File: config.mk
export PLATFORM = sky130hd
export DESIGN_NAME = adc_conversion_control
export DESIGN_NICKNAME = d
export VERILOG_FILES = /design/src/adc_ctrl_pkg.sv /design/src/adc_conversion_control.sv
export SDC_FILE = /design/constraint.sdc
export NUM_CORES = 1
export LEC_CHECK = 0
export ABC_AREA = 1
export ABC_CLOCK_PERIOD_IN_PS = 2340
export BUFFER_PORTS_ARGS = -buffer_cell sky130_fd_sc_hd__buf_4
export CELL_PAD_IN_SITES_DETAIL_PLACEMENT = 0
export CELL_PAD_IN_SITES_GLOBAL_PLACEMENT = 1
export CORE_ASPECT_RATIO = 0.7
export CORE_MARGIN = 8
export CORE_UTILIZATION = 36
export DETAILED_ROUTE_END_ITERATION = 6
export GPL_ROUTABILITY_DRIVEN = 0
export GPL_TIMING_DRIVEN = 0
export PLACE_DENSITY_LB_ADDON = 0.1
export RECOVER_POWER = 25
export SLEW_MARGIN = 25
export SYNTH_ARGS = -nofsm -noshare
export SYNTH_HDL_FRONTEND = slang
export SYNTH_SLANG_ARGS = --single-unit
File: constraint.sdc
create_clock -name clk_sys -period 2.34 [get_ports clk_sys]
set_input_delay 0.468 -clock clk_sys [delete_from_list [all_inputs] [get_ports clk_sys]]
set_output_delay 0.468 -clock clk_sys [all_outputs]
set_load 0.02 [all_outputs]
File: src/adc_ctrl_pkg.sv
package adc_ctrl_pkg;

  // -------------------------------------------------------------------------
  // register indices (byte address = 4 * index)
  // -------------------------------------------------------------------------
  localparam logic [7:0] IDX_MAIN    = 8'h00;
  localparam logic [7:0] IDX_ACCUM   = 8'h01;
  localparam logic [7:0] IDX_REFCLK  = 8'h02;
  localparam logic [7:0] IDX_TIMING  = 8'h03;
  localparam logic [7:0] IDX_WINDOW  = 8'h04;
  localparam logic [7:0] IDX_COMMAND = 8'h08;
  localparam logic [7:0] IDX_FLAGS   = 8'h0B;
  localparam logic [7:0] IDX_RESULT  = 8'h10;

  // -------------------------------------------------------------------------
  // reset values
  // -------------------------------------------------------------------------
  localparam logic [7:0] RST_MAIN   = 8'h00;
  localparam logic [7:0] RST_ACCUM  = 8'h00;
  localparam logic [7:0] RST_REFCLK = 8'h00;
  localparam logic [7:0] RST_TIMING = 8'h00;
  localparam logic [7:0] RST_WINDOW = 8'h00;

  // -------------------------------------------------------------------------
  // writable bit masks and field positions
  // -------------------------------------------------------------------------
  localparam logic [7:0] MASK_MAIN   = 8'h87;
  localparam logic [7:0] MASK_ACCUM  = 8'h07;
  localparam logic [7:0] MASK_REFCLK = 8'h77;
  localparam logic [7:0] MASK_TIMING = 8'hFF;
  localparam logic [7:0] MASK_WINDOW = 8'h07;
  localparam int BIT_ENABLE   = 0;
  localparam int BIT_CONTINUOUS_CONVERSION  = 1;
  localparam int BIT_RES8     = 2;
  localparam int BIT_STBYRUN  = 7;
  localparam int BIT_SAMPLE_CAP_SELECT  = 6;
  localparam int POS_REF      = 4;
  localparam int POS_DIV      = 0;
  localparam int POS_STARTUP  = 5;
  localparam int BIT_VARIATE  = 4;
  localparam int POS_SDELAY   = 0;
  localparam int BIT_START    = 0;
  localparam int BIT_RESULT_READY_FLAG   = 0;
  localparam int BIT_WINFLAG  = 1;

  // -------------------------------------------------------------------------
  // field codes and timing
  // -------------------------------------------------------------------------
  localparam logic [2:0] ACC_RESERVED  = 3'h7;
  localparam logic [1:0] REF_INTERNAL  = 2'h0;
  localparam logic [1:0] REF_RESERVED  = 2'h3;
  localparam logic [2:0] WIN_MAX       = 3'h4;
  localparam logic [2:0] STARTUP_MAX   = 3'h5;
  localparam int         STARTUP_BASE  = 16;
  localparam int         CONV_CYCLES   = 13;
  localparam logic [1:0] AXI_OKAY      = 2'b00;
  localparam logic [1:0] AXI_SLVERR    = 2'b10;

  typedef enum logic [2:0] {
    ST_IDLE, ST_STARTUP, ST_CONVERT, ST_GAP, ST_DONE
  } seq_state_t;

endpackage

File: src/adc_conversion_control.sv
// The AXI4-Lite interface to the registers was decided locally.
`timescale 1ns/1ns
// How it works
// - bit 7 of main control keeps the converter running in standby.
// - resolution_select 0 keeps all ten result bits.
// - resolution_select 1 drops the two lowest bits before use.
// - continuous mode starts on conversion_start, then restarts after each completion.
// - each continuous completion sets result_ready_flag.
// - bit 0 of main control enables the converter.
// - accumulation_count 0 none, 1..6 give 2..64 samples, 7 reserved.
// - accumulated samples sum into result as one conversion.
// - bit 6 of third register selects reduced sampling capacitance.
// - reference_select 0 internal, 1 supply, 2 external pin, 3 reserved.
// - converter clock is peripheral clock divided by 2 shl code.
// - enable, or a switch to internal reference with the sequencer idle, waits startup_delay converter clocks.
// - wake from deep sleep with the sequencer idle also waits startup_delay.
// - delay variation increments sample_delay after each sample, wrapping.
// - sample_delay converter clocks pass between consecutive samples.
// - sampling capacitor stays open during the inter-sample delay.
// - window_compare_mode 0..4 decode; other codes reserved.
// - writing conversion_start begins; reads 1 while busy, self-clears on completion unless continuous mode is set.
// - result_ready_flag sets when a new result is stored.
module adc_conversion_control
  import adc_ctrl_pkg::*;
#(
  parameter int ADDR_W = 8
) (
  // clock and reset
  input  wire logic              clk_sys,
  input  wire logic              rst,
  // axi4-lite write address
  input  wire logic [ADDR_W-1:0] s_axi_awaddr,
  input  wire logic              s_axi_awvalid,
  output      logic              s_axi_awready,
  // axi4-lite write data
  input  wire logic [31:0]       s_axi_wdata,
  input  wire logic [3:0]        s_axi_wstrb,
  input  wire logic              s_axi_wvalid,
  output      logic              s_axi_wready,
  // axi4-lite write response
  output      logic [1:0]        s_axi_bresp,
  output      logic              s_axi_bvalid,
  input  wire logic              s_axi_bready,
  // axi4-lite read
  input  wire logic [ADDR_W-1:0] s_axi_araddr,
  input  wire logic              s_axi_arvalid,
  output      logic              s_axi_arready,
  output      logic [31:0]       s_axi_rdata,
  output      logic [1:0]        s_axi_rresp,
  output      logic              s_axi_rvalid,
  input  wire logic              s_axi_rready,
  // system power state
  input  wire logic              standby_sleep,
  input  wire logic              deep_sleep_wake,
  // analog front end
  input  wire logic [9:0]        sample_value,
  output      logic              converter_clock,
  output      logic              sample_cap_closed,
  output      logic              sample_cap_reduced,
  output      logic [1:0]        reference_sel_out,
  output      logic [2:0]        window_mode_out,
  output      logic              result_ready_event
);

  // -------------------------------------------------------------------------
  // registers
  // -------------------------------------------------------------------------
  logic [7:0]  main_q, accum_q, refclk_q, timing_q, window_q;
  logic        start_q, result_ready_flag_q;
  logic [15:0] result_q, acc_sum_q;
  logic [7:0]  div_cnt_q;
  logic        cclk_q, ctick_q;
  logic [8:0]  wait_q;
  logic [6:0]  samples_q;
  seq_state_t  state_q;
  logic        enable_prev_q, refint_prev_q;

  logic        wr_fire, rd_fire, aw_hold_q, w_hold_q;
  logic [ADDR_W-1:0] aw_addr_q;
  logic [31:0] w_data_q;
  logic [3:0]  w_strb_q;
  logic        wr_go;
  logic [7:0]  wr_idx, rd_idx, wr_byte;
  logic        done_pulse, running, startup_trig, sample_end;
  logic [6:0]  samples_total;
  logic [8:0]  startup_cycles;
  logic [9:0]  trimmed;

  // -------------------------------------------------------------------------
  // axi4-lite slave
  // -------------------------------------------------------------------------
  assign s_axi_awready = !aw_hold_q && !s_axi_bvalid;
  assign s_axi_wready  = !w_hold_q && !s_axi_bvalid;
  assign s_axi_arready = !s_axi_rvalid;
  assign rd_fire       = s_axi_arvalid && s_axi_arready;
  assign wr_go         = aw_hold_q && w_hold_q;
  assign wr_idx        = 8'(aw_addr_q >> 2);
  assign rd_idx        = 8'(s_axi_araddr >> 2);
  assign wr_byte       = w_strb_q[0] ? w_data_q[7:0] : 8'h00;
  assign wr_fire       = wr_go && w_strb_q[0];

  always_ff @(posedge clk_sys) begin
    if (rst) begin
      aw_hold_q <= 1'b0;
      w_hold_q  <= 1'b0;
      aw_addr_q <= '0;
      w_data_q  <= 32'h0000_0000;
      w_strb_q  <= 4'h0;
    end else begin
      if (s_axi_awvalid && s_axi_awready) begin
        aw_hold_q <= 1'b1;
        aw_addr_q <= s_axi_awaddr;
      end else if (wr_go) begin
        aw_hold_q <= 1'b0;
      end
      if (s_axi_wvalid && s_axi_wready) begin
        w_hold_q <= 1'b1;
        w_data_q <= s_axi_wdata;
        w_strb_q <= s_axi_wstrb;
      end else if (wr_go) begin
        w_hold_q <= 1'b0;
      end
    end
  end

  function automatic logic mapped(input logic [7:0] idx);
    mapped = (idx == IDX_MAIN) || (idx == IDX_ACCUM) || (idx == IDX_REFCLK) ||
             (idx == IDX_TIMING) || (idx == IDX_WINDOW) || (idx == IDX_COMMAND) ||
             (idx == IDX_FLAGS) || (idx == IDX_RESULT);
  endfunction

  always_ff @(posedge clk_sys) begin
    if (rst) begin
      s_axi_bvalid <= 1'b0;
      s_axi_bresp  <= AXI_OKAY;
    end else if (wr_go) begin
      s_axi_bvalid <= 1'b1;
      s_axi_bresp  <= mapped(wr_idx) ? AXI_OKAY : AXI_SLVERR;
    end else if (s_axi_bready) begin
      s_axi_bvalid <= 1'b0;
    end
  end

  always_ff @(posedge clk_sys) begin
    if (rst) begin
      s_axi_rvalid <= 1'b0;
      s_axi_rdata  <= 32'h0000_0000;
      s_axi_rresp  <= AXI_OKAY;
    end else if (rd_fire) begin
      s_axi_rvalid <= 1'b1;
      s_axi_rresp  <= mapped(rd_idx) ? AXI_OKAY : AXI_SLVERR;
      case (rd_idx)
        IDX_MAIN:    s_axi_rdata <= {24'h0, main_q};
        IDX_ACCUM:   s_axi_rdata <= {24'h0, accum_q};
        IDX_REFCLK:  s_axi_rdata <= {24'h0, refclk_q};
        IDX_TIMING:  s_axi_rdata <= {24'h0, timing_q};
        IDX_WINDOW:  s_axi_rdata <= {24'h0, window_q};
        IDX_COMMAND: s_axi_rdata <= {31'h0, start_q};
        IDX_FLAGS:   s_axi_rdata <= {31'h0, result_ready_flag_q};
        IDX_RESULT:  s_axi_rdata <= {16'h0, result_q};
        default:     s_axi_rdata <= 32'h0000_0000;
      endcase
    end else if (s_axi_rready) begin
      s_axi_rvalid <= 1'b0;
    end
  end

  // -------------------------------------------------------------------------
  // control registers
  // -------------------------------------------------------------------------
  // masked writes
  always_ff @(posedge clk_sys) begin
    if (rst) begin
      main_q   <= RST_MAIN;
      accum_q  <= RST_ACCUM;
      refclk_q <= RST_REFCLK;
      window_q <= RST_WINDOW;
    end else if (wr_fire) begin
      if (wr_idx == IDX_MAIN)   main_q   <= wr_byte & MASK_MAIN;
      if (wr_idx == IDX_ACCUM)  accum_q  <= wr_byte & MASK_ACCUM;
      if (wr_idx == IDX_REFCLK) refclk_q <= wr_byte & MASK_REFCLK;
      if (wr_idx == IDX_WINDOW) window_q <= wr_byte & MASK_WINDOW;
    end
  end

  always_ff @(posedge clk_sys) begin
    if (rst) begin
      timing_q <= RST_TIMING;
    end else if (wr_fire && wr_idx == IDX_TIMING) begin
      timing_q <= wr_byte & MASK_TIMING;
    end else if (sample_end && timing_q[BIT_VARIATE]) begin
      timing_q[3:0] <= timing_q[3:0] + 4'h1;
    end
  end

  always_ff @(posedge clk_sys) begin
    if (rst) begin
      start_q <= 1'b0;
    end else if (wr_fire && wr_idx == IDX_COMMAND && wr_byte[BIT_START] && main_q[BIT_ENABLE] &&
                 refclk_q[5:4] != REF_RESERVED) begin
      start_q <= 1'b1;
    end else if (!main_q[BIT_ENABLE] || (done_pulse && !main_q[BIT_CONTINUOUS_CONVERSION])) begin
      start_q <= 1'b0;
    end
  end

  always_ff @(posedge clk_sys) begin
    if (rst) begin
      result_ready_flag_q <= 1'b0;
    end else if (done_pulse) begin
      result_ready_flag_q <= 1'b1;
    end else if (wr_fire && wr_idx == IDX_FLAGS && wr_byte[BIT_RESULT_READY_FLAG]) begin
      result_ready_flag_q <= 1'b0;
    end
  end

  // -------------------------------------------------------------------------
  // converter clock
  // -------------------------------------------------------------------------
  // divide by 2 shl code
  always_ff @(posedge clk_sys) begin
    if (rst) begin
      div_cnt_q <= 8'h00;
      cclk_q    <= 1'b0;
      ctick_q   <= 1'b0;
    end else begin
      div_cnt_q <= div_cnt_q + 8'h01;
      ctick_q   <= 1'b0;
      if ((div_cnt_q & ((8'h01 << refclk_q[2:0]) - 8'h01)) == ((8'h01 << refclk_q[2:0]) - 8'h01)) begin
        cclk_q <= !cclk_q;
        ctick_q <= cclk_q;
      end
    end
  end
  assign converter_clock = cclk_q;

  // -------------------------------------------------------------------------
  // sequencer
  // -------------------------------------------------------------------------
  // halts in standby unless allowed
  assign running = main_q[BIT_ENABLE] && (!standby_sleep || main_q[BIT_STBYRUN]);
  assign samples_total = (accum_q[2:0] == ACC_RESERVED) ? 7'd1 : 7'(7'd1 << accum_q[2:0]);
  assign startup_cycles = (timing_q[7:5] == 3'h0 || timing_q[7:5] > STARTUP_MAX) ? 9'd0
                        : 9'(STARTUP_BASE << (timing_q[7:5] - 3'h1));
  assign startup_trig = (main_q[BIT_ENABLE] && !enable_prev_q) ||
                        (refclk_q[5:4] == REF_INTERNAL && !refint_prev_q) || deep_sleep_wake;
  assign trimmed = main_q[BIT_RES8] ? {2'b00, sample_value[9:2]} : sample_value;
  // a stalled sequencer must not step the delay or repeat the completion pulse
  assign sample_end = running && (state_q == ST_CONVERT) && ctick_q && wait_q == 9'd0;
  assign done_pulse = running && (state_q == ST_DONE);

  always_ff @(posedge clk_sys) begin
    if (rst) begin
      enable_prev_q <= 1'b0;
      refint_prev_q <= 1'b1;
    end else begin
      enable_prev_q <= main_q[BIT_ENABLE];
      refint_prev_q <= (refclk_q[5:4] == REF_INTERNAL);
    end
  end

  always_ff @(posedge clk_sys) begin
    if (rst) begin
      state_q   <= ST_IDLE;
      wait_q    <= 9'd0;
      samples_q <= 7'd0;
      acc_sum_q <= 16'h0000;
      result_q  <= 16'h0000;
    end else if (!main_q[BIT_ENABLE]) begin
      state_q <= ST_IDLE;
    end else if (startup_trig && state_q == ST_IDLE) begin
      state_q <= ST_STARTUP;
      wait_q  <= startup_cycles;
    end else if (running) begin
      case (state_q)
        ST_IDLE: begin
          if (start_q && refclk_q[5:4] != REF_RESERVED) begin
            state_q   <= ST_CONVERT;
            wait_q    <= 9'(CONV_CYCLES);
            samples_q <= 7'd0;
            acc_sum_q <= 16'h0000;
          end
        end
        ST_STARTUP: begin
          if (wait_q == 9'd0) state_q <= ST_IDLE;
          else if (ctick_q) wait_q <= wait_q - 9'd1;
        end
        ST_CONVERT: begin
          if (ctick_q && wait_q != 9'd0) begin
            wait_q <= wait_q - 9'd1;
          end else if (sample_end) begin
            acc_sum_q <= acc_sum_q + {6'h00, trimmed};
            samples_q <= samples_q + 7'd1;
            if (samples_q + 7'd1 >= samples_total) begin
              state_q <= ST_DONE;
            end else begin
              state_q <= ST_GAP;
              wait_q  <= {5'h00, timing_q[3:0]};
            end
          end
        end
        ST_GAP: begin
          if (wait_q == 9'd0) begin
            state_q <= ST_CONVERT;
            wait_q  <= 9'(CONV_CYCLES);
          end else if (ctick_q) begin
            wait_q <= wait_q - 9'd1;
          end
        end
        ST_DONE: begin
          result_q <= acc_sum_q;
          if (main_q[BIT_CONTINUOUS_CONVERSION] && start_q) begin
            state_q   <= ST_CONVERT;
            wait_q    <= 9'(CONV_CYCLES);
            samples_q <= 7'd0;
            acc_sum_q <= 16'h0000;
          end else begin
            state_q <= ST_IDLE;
          end
        end
        default: state_q <= ST_IDLE;
      endcase
    end
  end

  // -------------------------------------------------------------------------
  // front-end outputs
  // -------------------------------------------------------------------------
  // cap open in gap
  assign sample_cap_closed  = (state_q == ST_CONVERT);
  assign sample_cap_reduced = refclk_q[BIT_SAMPLE_CAP_SELECT];
  assign reference_sel_out  = refclk_q[5:4];
  assign window_mode_out    = (window_q[2:0] > WIN_MAX) ? 3'h0 : window_q[2:0];
  assign result_ready_event = done_pulse;

  // -------------------------------------------------------------------------
  // checks
  // -------------------------------------------------------------------------
  gap_cap_open_a: assert property (@(posedge clk_sys) disable iff (rst)
    state_q == ST_GAP |-> !sample_cap_closed) else $error("cap closed during gap");
  flag_sets_a: assert property (@(posedge clk_sys) disable iff (rst)
    done_pulse |=> result_ready_flag_q) else $error("result flag not set");
  start_clears_a: assert property (@(posedge clk_sys) disable iff (rst)
    done_pulse && !main_q[BIT_CONTINUOUS_CONVERSION] && !(wr_fire && wr_idx == IDX_COMMAND) |=> !start_q)
    else $error("start did not clear");
  disable_idle_a: assert property (@(posedge clk_sys) disable iff (rst)
    !main_q[BIT_ENABLE] |=> state_q == ST_IDLE) else $error("runs while disabled");
  resolution_trim_a: assert property (@(posedge clk_sys) disable iff (rst)
    main_q[BIT_RES8] |-> trimmed[9:8] == 2'b00) else $error("low bits kept");
  variation_wrap_a: assert property (@(posedge clk_sys) disable iff (rst)
    sample_end && timing_q[BIT_VARIATE] && !(wr_fire && wr_idx == IDX_TIMING)
    |=> timing_q[3:0] == $past(timing_q[3:0]) + 4'h1) else $error("delay not stepped");
  reserved_count_a: assert property (@(posedge clk_sys) disable iff (rst)
    accum_q[2:0] == ACC_RESERVED |-> samples_total == 7'd1) else $error("reserved count used");
  continuous_conversion_restart_a: assert property (@(posedge clk_sys) disable iff (rst)
    done_pulse && running && main_q[BIT_CONTINUOUS_CONVERSION] && start_q && !startup_trig
    |=> state_q == ST_CONVERT) else $error("no restart");

endmodule // adc_conversion_control

==> results of run 1 <==
[metal layers]
layer / wire length, µm / up-vias / share of wire, % / global-route usage [%]
met2: 8860 / 188 / 37 / 25.0
li1: - / 3766 / - / -
met5: 0 / - / 0 / 0
met3: 1630 / 18 / 6.8 / 4.62
met4: 201 / 0 / 0.84 / 3.53
met1: 13100 / 3255 / 55 / 31.3
[final timing paths]
check,cells past startpoint,endpoint,startpoint
max,13,wait_q[3]$_SDFFE_PP0P_,samples_q[0]$_SDFFE_PP0P_
min,4,s_axi_bvalid$_SDFFE_PP0P_,s_axi_bready
max reg2reg,13,wait_q[3]$_SDFFE_PP0P_,samples_q[0]$_SDFFE_PP0P_
min reg2reg,2,s_axi_rdata[9]$_SDFFE_PP0P_,result_q[9]$_SDFFE_PP0P_
[stage by stage]
step | cell area, µm² | utilization, % | std cells | hold slack [ns] | worst slack (ns)
3_3_place_gp | 8030 | 41.0 | 1441 | 0.448 | -0.719
5_1_grt | 8860 | 45.3 | 1486 | 0.311 | -0.230
4_1_cts | 8790 | 44.9 | 1481 | 0.278 | -0.0352
6_report | 8860 | 45.3 | 1486 | 0.293 | -0.0769
2_1_floorplan | 7170 | - | 1101 | 0.423 | 0.0416
3_5_place_dp | 8030 | 41.0 | 1441 | 0.450 | -0.722
[placed cells by master (no fill, tap or decap), drive strengths merged]
cell type,count
o22ai,2
nand4,21
clkinv,9
nor4,2
ha,22
nand3b,3
o211a,1
o21ai,95
o21a,1
o21bai,1
buf,98
xor2,7
conb,18
nor3,15
inv,111
a31oi,3
clkbuf,55
dfxtp,125
a211oi,3
nor2,164
or2,7
clkinvlp,3
xnor2,3
fa,1
a21oi,100
bufinv,1
nand3,74
o211ai,6
a22oi,2
nand2,261
a21o,2
[sequential cells by signal (all words and copies together) (netlist names), 6 cells and up]
register,cells
samples_q,7
w_data_q,8
aw_addr_q,6
acc_sum_q,16
div_cnt_q,7
timing_q,8
s_axi_rdata,16
wait_q,9
result_q,16
refclk_q,6
[timing repair]
item                       4_1_cts  5_1_grt
setup endpoints to repair       25       18
gates cloned                     1        0
pin swaps                       12       11
resized for setup               31       30
buffers inserted                 9        5
[kinds of logic (layout without fill, tap and decap cells)]
kind of cell,count (synthesis),in the layout,synth area share [%]
and+or+nand+nor,547,547,33.2
buffers and inverters,162,277,10.2
other,1,18,0.0528
DFF,125,125,35.2
adders and majority gates,23,23,4.16
xor gates and xnor gates,10,10,1.23
AOI/OAI and AO/OA,216,216,16.0
[cell type report]
cell class                      instances  area (µm²)
Fill cell                            2143       10700
Multi-Input combinational cell        814        4120
Sequential cell                       125        2510
Timing Repair Buffer                   85         598
Clock buffer                           18         429
Inverter                              110         417
Tap cell                              270         338
Buffer                                 50         314
Clock inverter                         14         133
[critical path: cells and delay by family, from the launching register on]
family          cells  cell delay, ns
simple gates        7            0.87
fa+ha+maj           2            0.39
flops               1            0.37
xor+xnor            1            0.25
compound gates      2            0.25
buf+inv             1            0.19
[power by group]
part	switching [mW]	internal, mW
registers	0.0360	2.18
logic	0.305	0.161
clock network	1.08	1.48
total	1.42	3.82
==> results_dict.tcl, run 1 <==
set metrics [dict create \
    outcome "complete, but fails checks" \
    violations "setup timing" \
    rsz0062_at_grt "true" \
    finalClockSkew_ns 0.0114 \
    drc 0 \
    hold_buffers 0 \
    syn_area_per_cell_um2 6.55 \
    grt_pass1_vias 6550 \
    powerDensity_nw_per_um2 591 \
    cts_buffers 17 \
    final_nets 1297 \
    crit_required_ns 2.65 \
    async_flop_share_pct 0 \
    critical_path_class "register to register" \
    syn_to_final_growth_pct 24.8 \
    grt_overflow 0 \
    synth_common_cells "250 x nand2_1, 157 x nor2_1, 125 x dfxtp_1, 99 x a21oi_1, 97 x inv_1" \
    finalHoldViolCount 0 \
    max_freq_mhz 414 \
    fp.dieH_um 134 \
    worstPathArrival_ns 2.72 \
    grt_max_degree 17 \
    slew_violations 0 \
    syn_inst 1084 \
    postRouteAntennaNets 0 \
    grt_pass1_wl_um 37200 \
    fp.dieW_um 184 \
    clockRootBuffer "clkbuf_16" \
    p_total_mw 5.24 \
    synth_seq_cells 125 \
    worst_slack_ns -0.0769 \
    place_hpwl_um 18300 \
    cap_violations 0 \
    crit_chain "ha_4 -> nand3_2 -> nand3b_1 -> xnor2_2 -> ha_4 -> a21o_1 -> nor2_2 -> nand3_2 -> nand3_4 -> nand3_4 -> buf_8 -> a21oi_2 -> nor2_1" \
    path_clk_slew_ns 0.06 \
    synthTopCellsByArea "dfxtp_1 35%, nand2_1 13%, nor2_1 8.3%" \
    cts_max_path_buffers 2 \
    fin_setup_tns_ns -0.505 \
    ir_drop_mv 0.446 \
    coreArea_um2 19600 \
    critPathMaxStageDelay_ns 0.37 \
    min-delay-path-class "input pin to register" \
    p_leak_nw 3.96 \
    drtIter0Drc 609 \
    antenna_found_initial 1 \
    drtPass1Iterations 7 \
    worstMarginPinSlew_ns 0.874 \
    clkSinkCount 125 \
    synth_top_area_share_pct 35.2 \
    drive_gt1_share_pct 17.2 \
    yosysUniqueCellTypes 41 \
    fin_crit_ns 2.42 \
    relSlewSlack_pct 41.7 \
    finalCritPeriodShare_pct 103 \
    yosys.cell_count.top_type "nand2_1" \
    setup_violations 9 \
    synth_top_area_cell "dfxtp_1" \
    cp-end-kind "register" \
    routedWlPerCell_um 16.0 \
    yosysWarnings 0 \
    rrSetupSlack_ns -0.08 \
    vias_per_cell 4.86 \
    netlist_area_um2 7100 \
    numPortBuffers 70 \
    synth_ff_type "dfxtp_1" \
    initial_core_util_pct 36.3 \
    io_pins 121 \
    track_usage_pct 19.5 \
    die_area_um2 24500 \
    vias 7227 \
    num_rows 43 \
    htreeDepth 4 \
    slowest_stage "dfxtp_4" \
    critical_path_peak_fanout 6 \
    insertion_delay_ns 0.42 \
    diodes 0 \
    wirelength_um 23800 \
    critPathLaunchType "register" \
    synth_edf_count 0 \
    cts_tree "yes" \
    synth_seq_area_share_pct 35.2 \
]
Note: power is estimated with default switching activity, not from simulation.
==> inputs of run 2 (changes only) <==
--- a/config.mk
+++ b/config.mk
@@ -11,7 +11,6 @@
 export CELL_PAD_IN_SITES_DETAIL_PLACEMENT = 0
 export CELL_PAD_IN_SITES_GLOBAL_PLACEMENT = 1
 export CORE_ASPECT_RATIO = 0.7
-export CORE_MARGIN = 8
 export CORE_UTILIZATION = 36
 export DETAILED_ROUTE_END_ITERATION = 6
 export GPL_ROUTABILITY_DRIVEN = 0
==> run 2 against run 1 <==
The run now ends clean; flip-flop and latch count is the same; highest routed layer unchanged; die area shrank 17%; critical path type unchanged; final cell count shrank 0.81%; largest cell class unchanged; hold slack lost 0.0043 ns; total power grew 8.1%; clock power grew 16%; register-to-register slack gained 0.09 ns; first-iteration DRC count shrank 2.5%.
==> results_dict.tcl, run 2 (same netlist as run 1, synthesis figures left out) <==
set metrics [dict create \
    finalCritPeriodShare_pct 99.6 \
    min-delay-path-class "input pin to register" \
    wirelength_um 22800 \
    p_leak_nw 3.96 \
    max_freq_mhz 429 \
    path_clk_slew_ns 0.06 \
    drive_gt1_share_pct 16.0 \
    critPathLaunchType "register" \
    cts_tree "yes" \
    postRouteAntennaNets 0 \
    place_hpwl_um 17400 \
    cap_violations 0 \
    grt_pass1_wl_um 35700 \
    syn_to_final_growth_pct 24.7 \
    cts_buffers 17 \
    critical_path_peak_fanout 7 \
    fp.dieW_um 170 \
    die_area_um2 20300 \
    grt_overflow 0 \
    coreArea_um2 19100 \
    outcome "complete, no violations" \
    routedWlPerCell_um 15.5 \
    drtIter0Drc 594 \
    ir_drop_mv 0.464 \
    insertion_delay_ns 0.43 \
    top_regs "acc_sum_q: 16 flops, result_q: 16 flops, s_axi_rdata: 16 flops" \
    critical_path_class "register to register" \
    rsz0062_at_grt "true" \
    htreeDepth 4 \
    antenna_found_initial 0 \
    clockRootBuffer "clkbuf_16" \
    hold_buffers 0 \
    setup_violations 0 \
    grt_pass1_vias 6516 \
    vias 7252 \
    relSlewSlack_pct 37.9 \
    cp-end-kind "register" \
    numPortBuffers 70 \
    slew_violations 0 \
    fp.dieH_um 120 \
    fin_crit_ns 2.33 \
    layout_common_cells "246 x nand2_1, 148 x nor2_1, 121 x dfxtp_1" \
    finalClockSkew_ns 0.00935 \
    drtPass1Iterations 5 \
    io_pins 121 \
    final_area_um2 8850 \
    track_usage_pct 23.4 \
    vias_per_cell 4.92 \
    worstMarginPinSlew_ns 0.931 \
    powerDensity_nw_per_um2 639 \
    pre_cts_ws_ns -0.642 \
    num_rows 42 \
    drc 0 \
    fin_setup_tns_ns 0 \
    final_nets 1292 \
    hold_slack_ns 0.288 \
    worstPathArrival_ns 2.65 \
    clkSinkCount 125 \
    final_common_cell "nand2_1" \
    dpl-instance-area_um2 8020 \
    worst_slack_ns 0.00965 \
    grt_max_degree 17 \
    cts_max_path_buffers 2 \
    initial_core_util_pct 37.1 \
    crit_required_ns 2.66 \
    finalHoldViolCount 0 \
    diodes 0 \
]
## run 2: cell types whose count changed in the layout (fill, tap and decap cells not counted), sizes merged
cell and change:
clkinvlp -2, clkbuf +2, buf -6, bufinv +4
clkinv -3, inv -1
## run 2: worst paths after layout
path	start	to	slack, ns	cells after the start
worst max register to register	samples_q[0]$_SDFFE_PP0P_	wait_q[3]$_SDFFE_PP0P_	0.01	13
worst min register to register	s_axi_rdata[0]$_SDFFE_PP0P_	s_axi_rdata[0]$_SDFFE_PP0P_	0.46	2
worst max-delay path	samples_q[0]$_SDFFE_PP0P_	wait_q[3]$_SDFFE_PP0P_	0.01	13
worst min-delay path	s_axi_bready	s_axi_bvalid$_SDFFE_PP0P_	0.29	4
## run 2: routing by layer
metal / wire length, µm / GRT usage, % / vias up
met1: 12600 / 37.9 / 3247
met3: 1620 / 4.52 / 23
met5: 0 / 0 / -
li1: - / - / 3750
met2: 8230 / 29.9 / 232
met4: 351 / 6.76 / 0
## run 2: layout make-up
class,instances,area (µm²)
Fill cell,2060,10300
Multi-Input combinational cell,814,4100
Sequential cell,125,2510
Timing Repair Buffer,80,537
Clock buffer,19,443
Inverter,110,417
Tap cell,264,330
Buffer,50,310
Clock inverter,12,208
## run 2: timing repair
action                     in CTS  in global routing
gates resized for setup        23                 28
setup buffers                   4                  5
gates cloned                    1                  0
setup endpoints to repair      24                 18
pin swaps                       4                 12
## run 2: through the flow
stage	util [%]	total power [mW]	std cells
6_report	46.3	5.66	1474
5_1_grt	46.3	5.85	1474
4_1_cts	45.9	5.71	1469
3_5_place_dp	41.9	2.73	1435
3_3_place_gp	41.9	2.73	1435
2_1_floorplan	-	2.55	1101
## run 2: worst max-delay path, cell delays in order, from the launching register on
cell,delay (ns)
dfxtp_4,0.37
ha_4,0.15
nand3_4,0.07
nand3b_1,0.20
xnor2_2,0.25
ha_4,0.24
a21o_1,0.16
nor2_2,0.11
nand3_2,0.11
nand3_4,0.10
nand3_4,0.12
buf_6,0.16
a21oi_2,0.11
nor2_1,0.05
## run 2: power by group
part | switching (mW) | leakage [nW] | internal (mW) | total (mW)
sequential | 0.0369 | 1.02 | 2.18 | 2.21
clock | 1.05 | 0.319 | 1.93 | 2.98
combinational | 0.301 | 2.62 | 0.162 | 0.463
total | 1.39 | 3.96 | 4.27 | 5.66
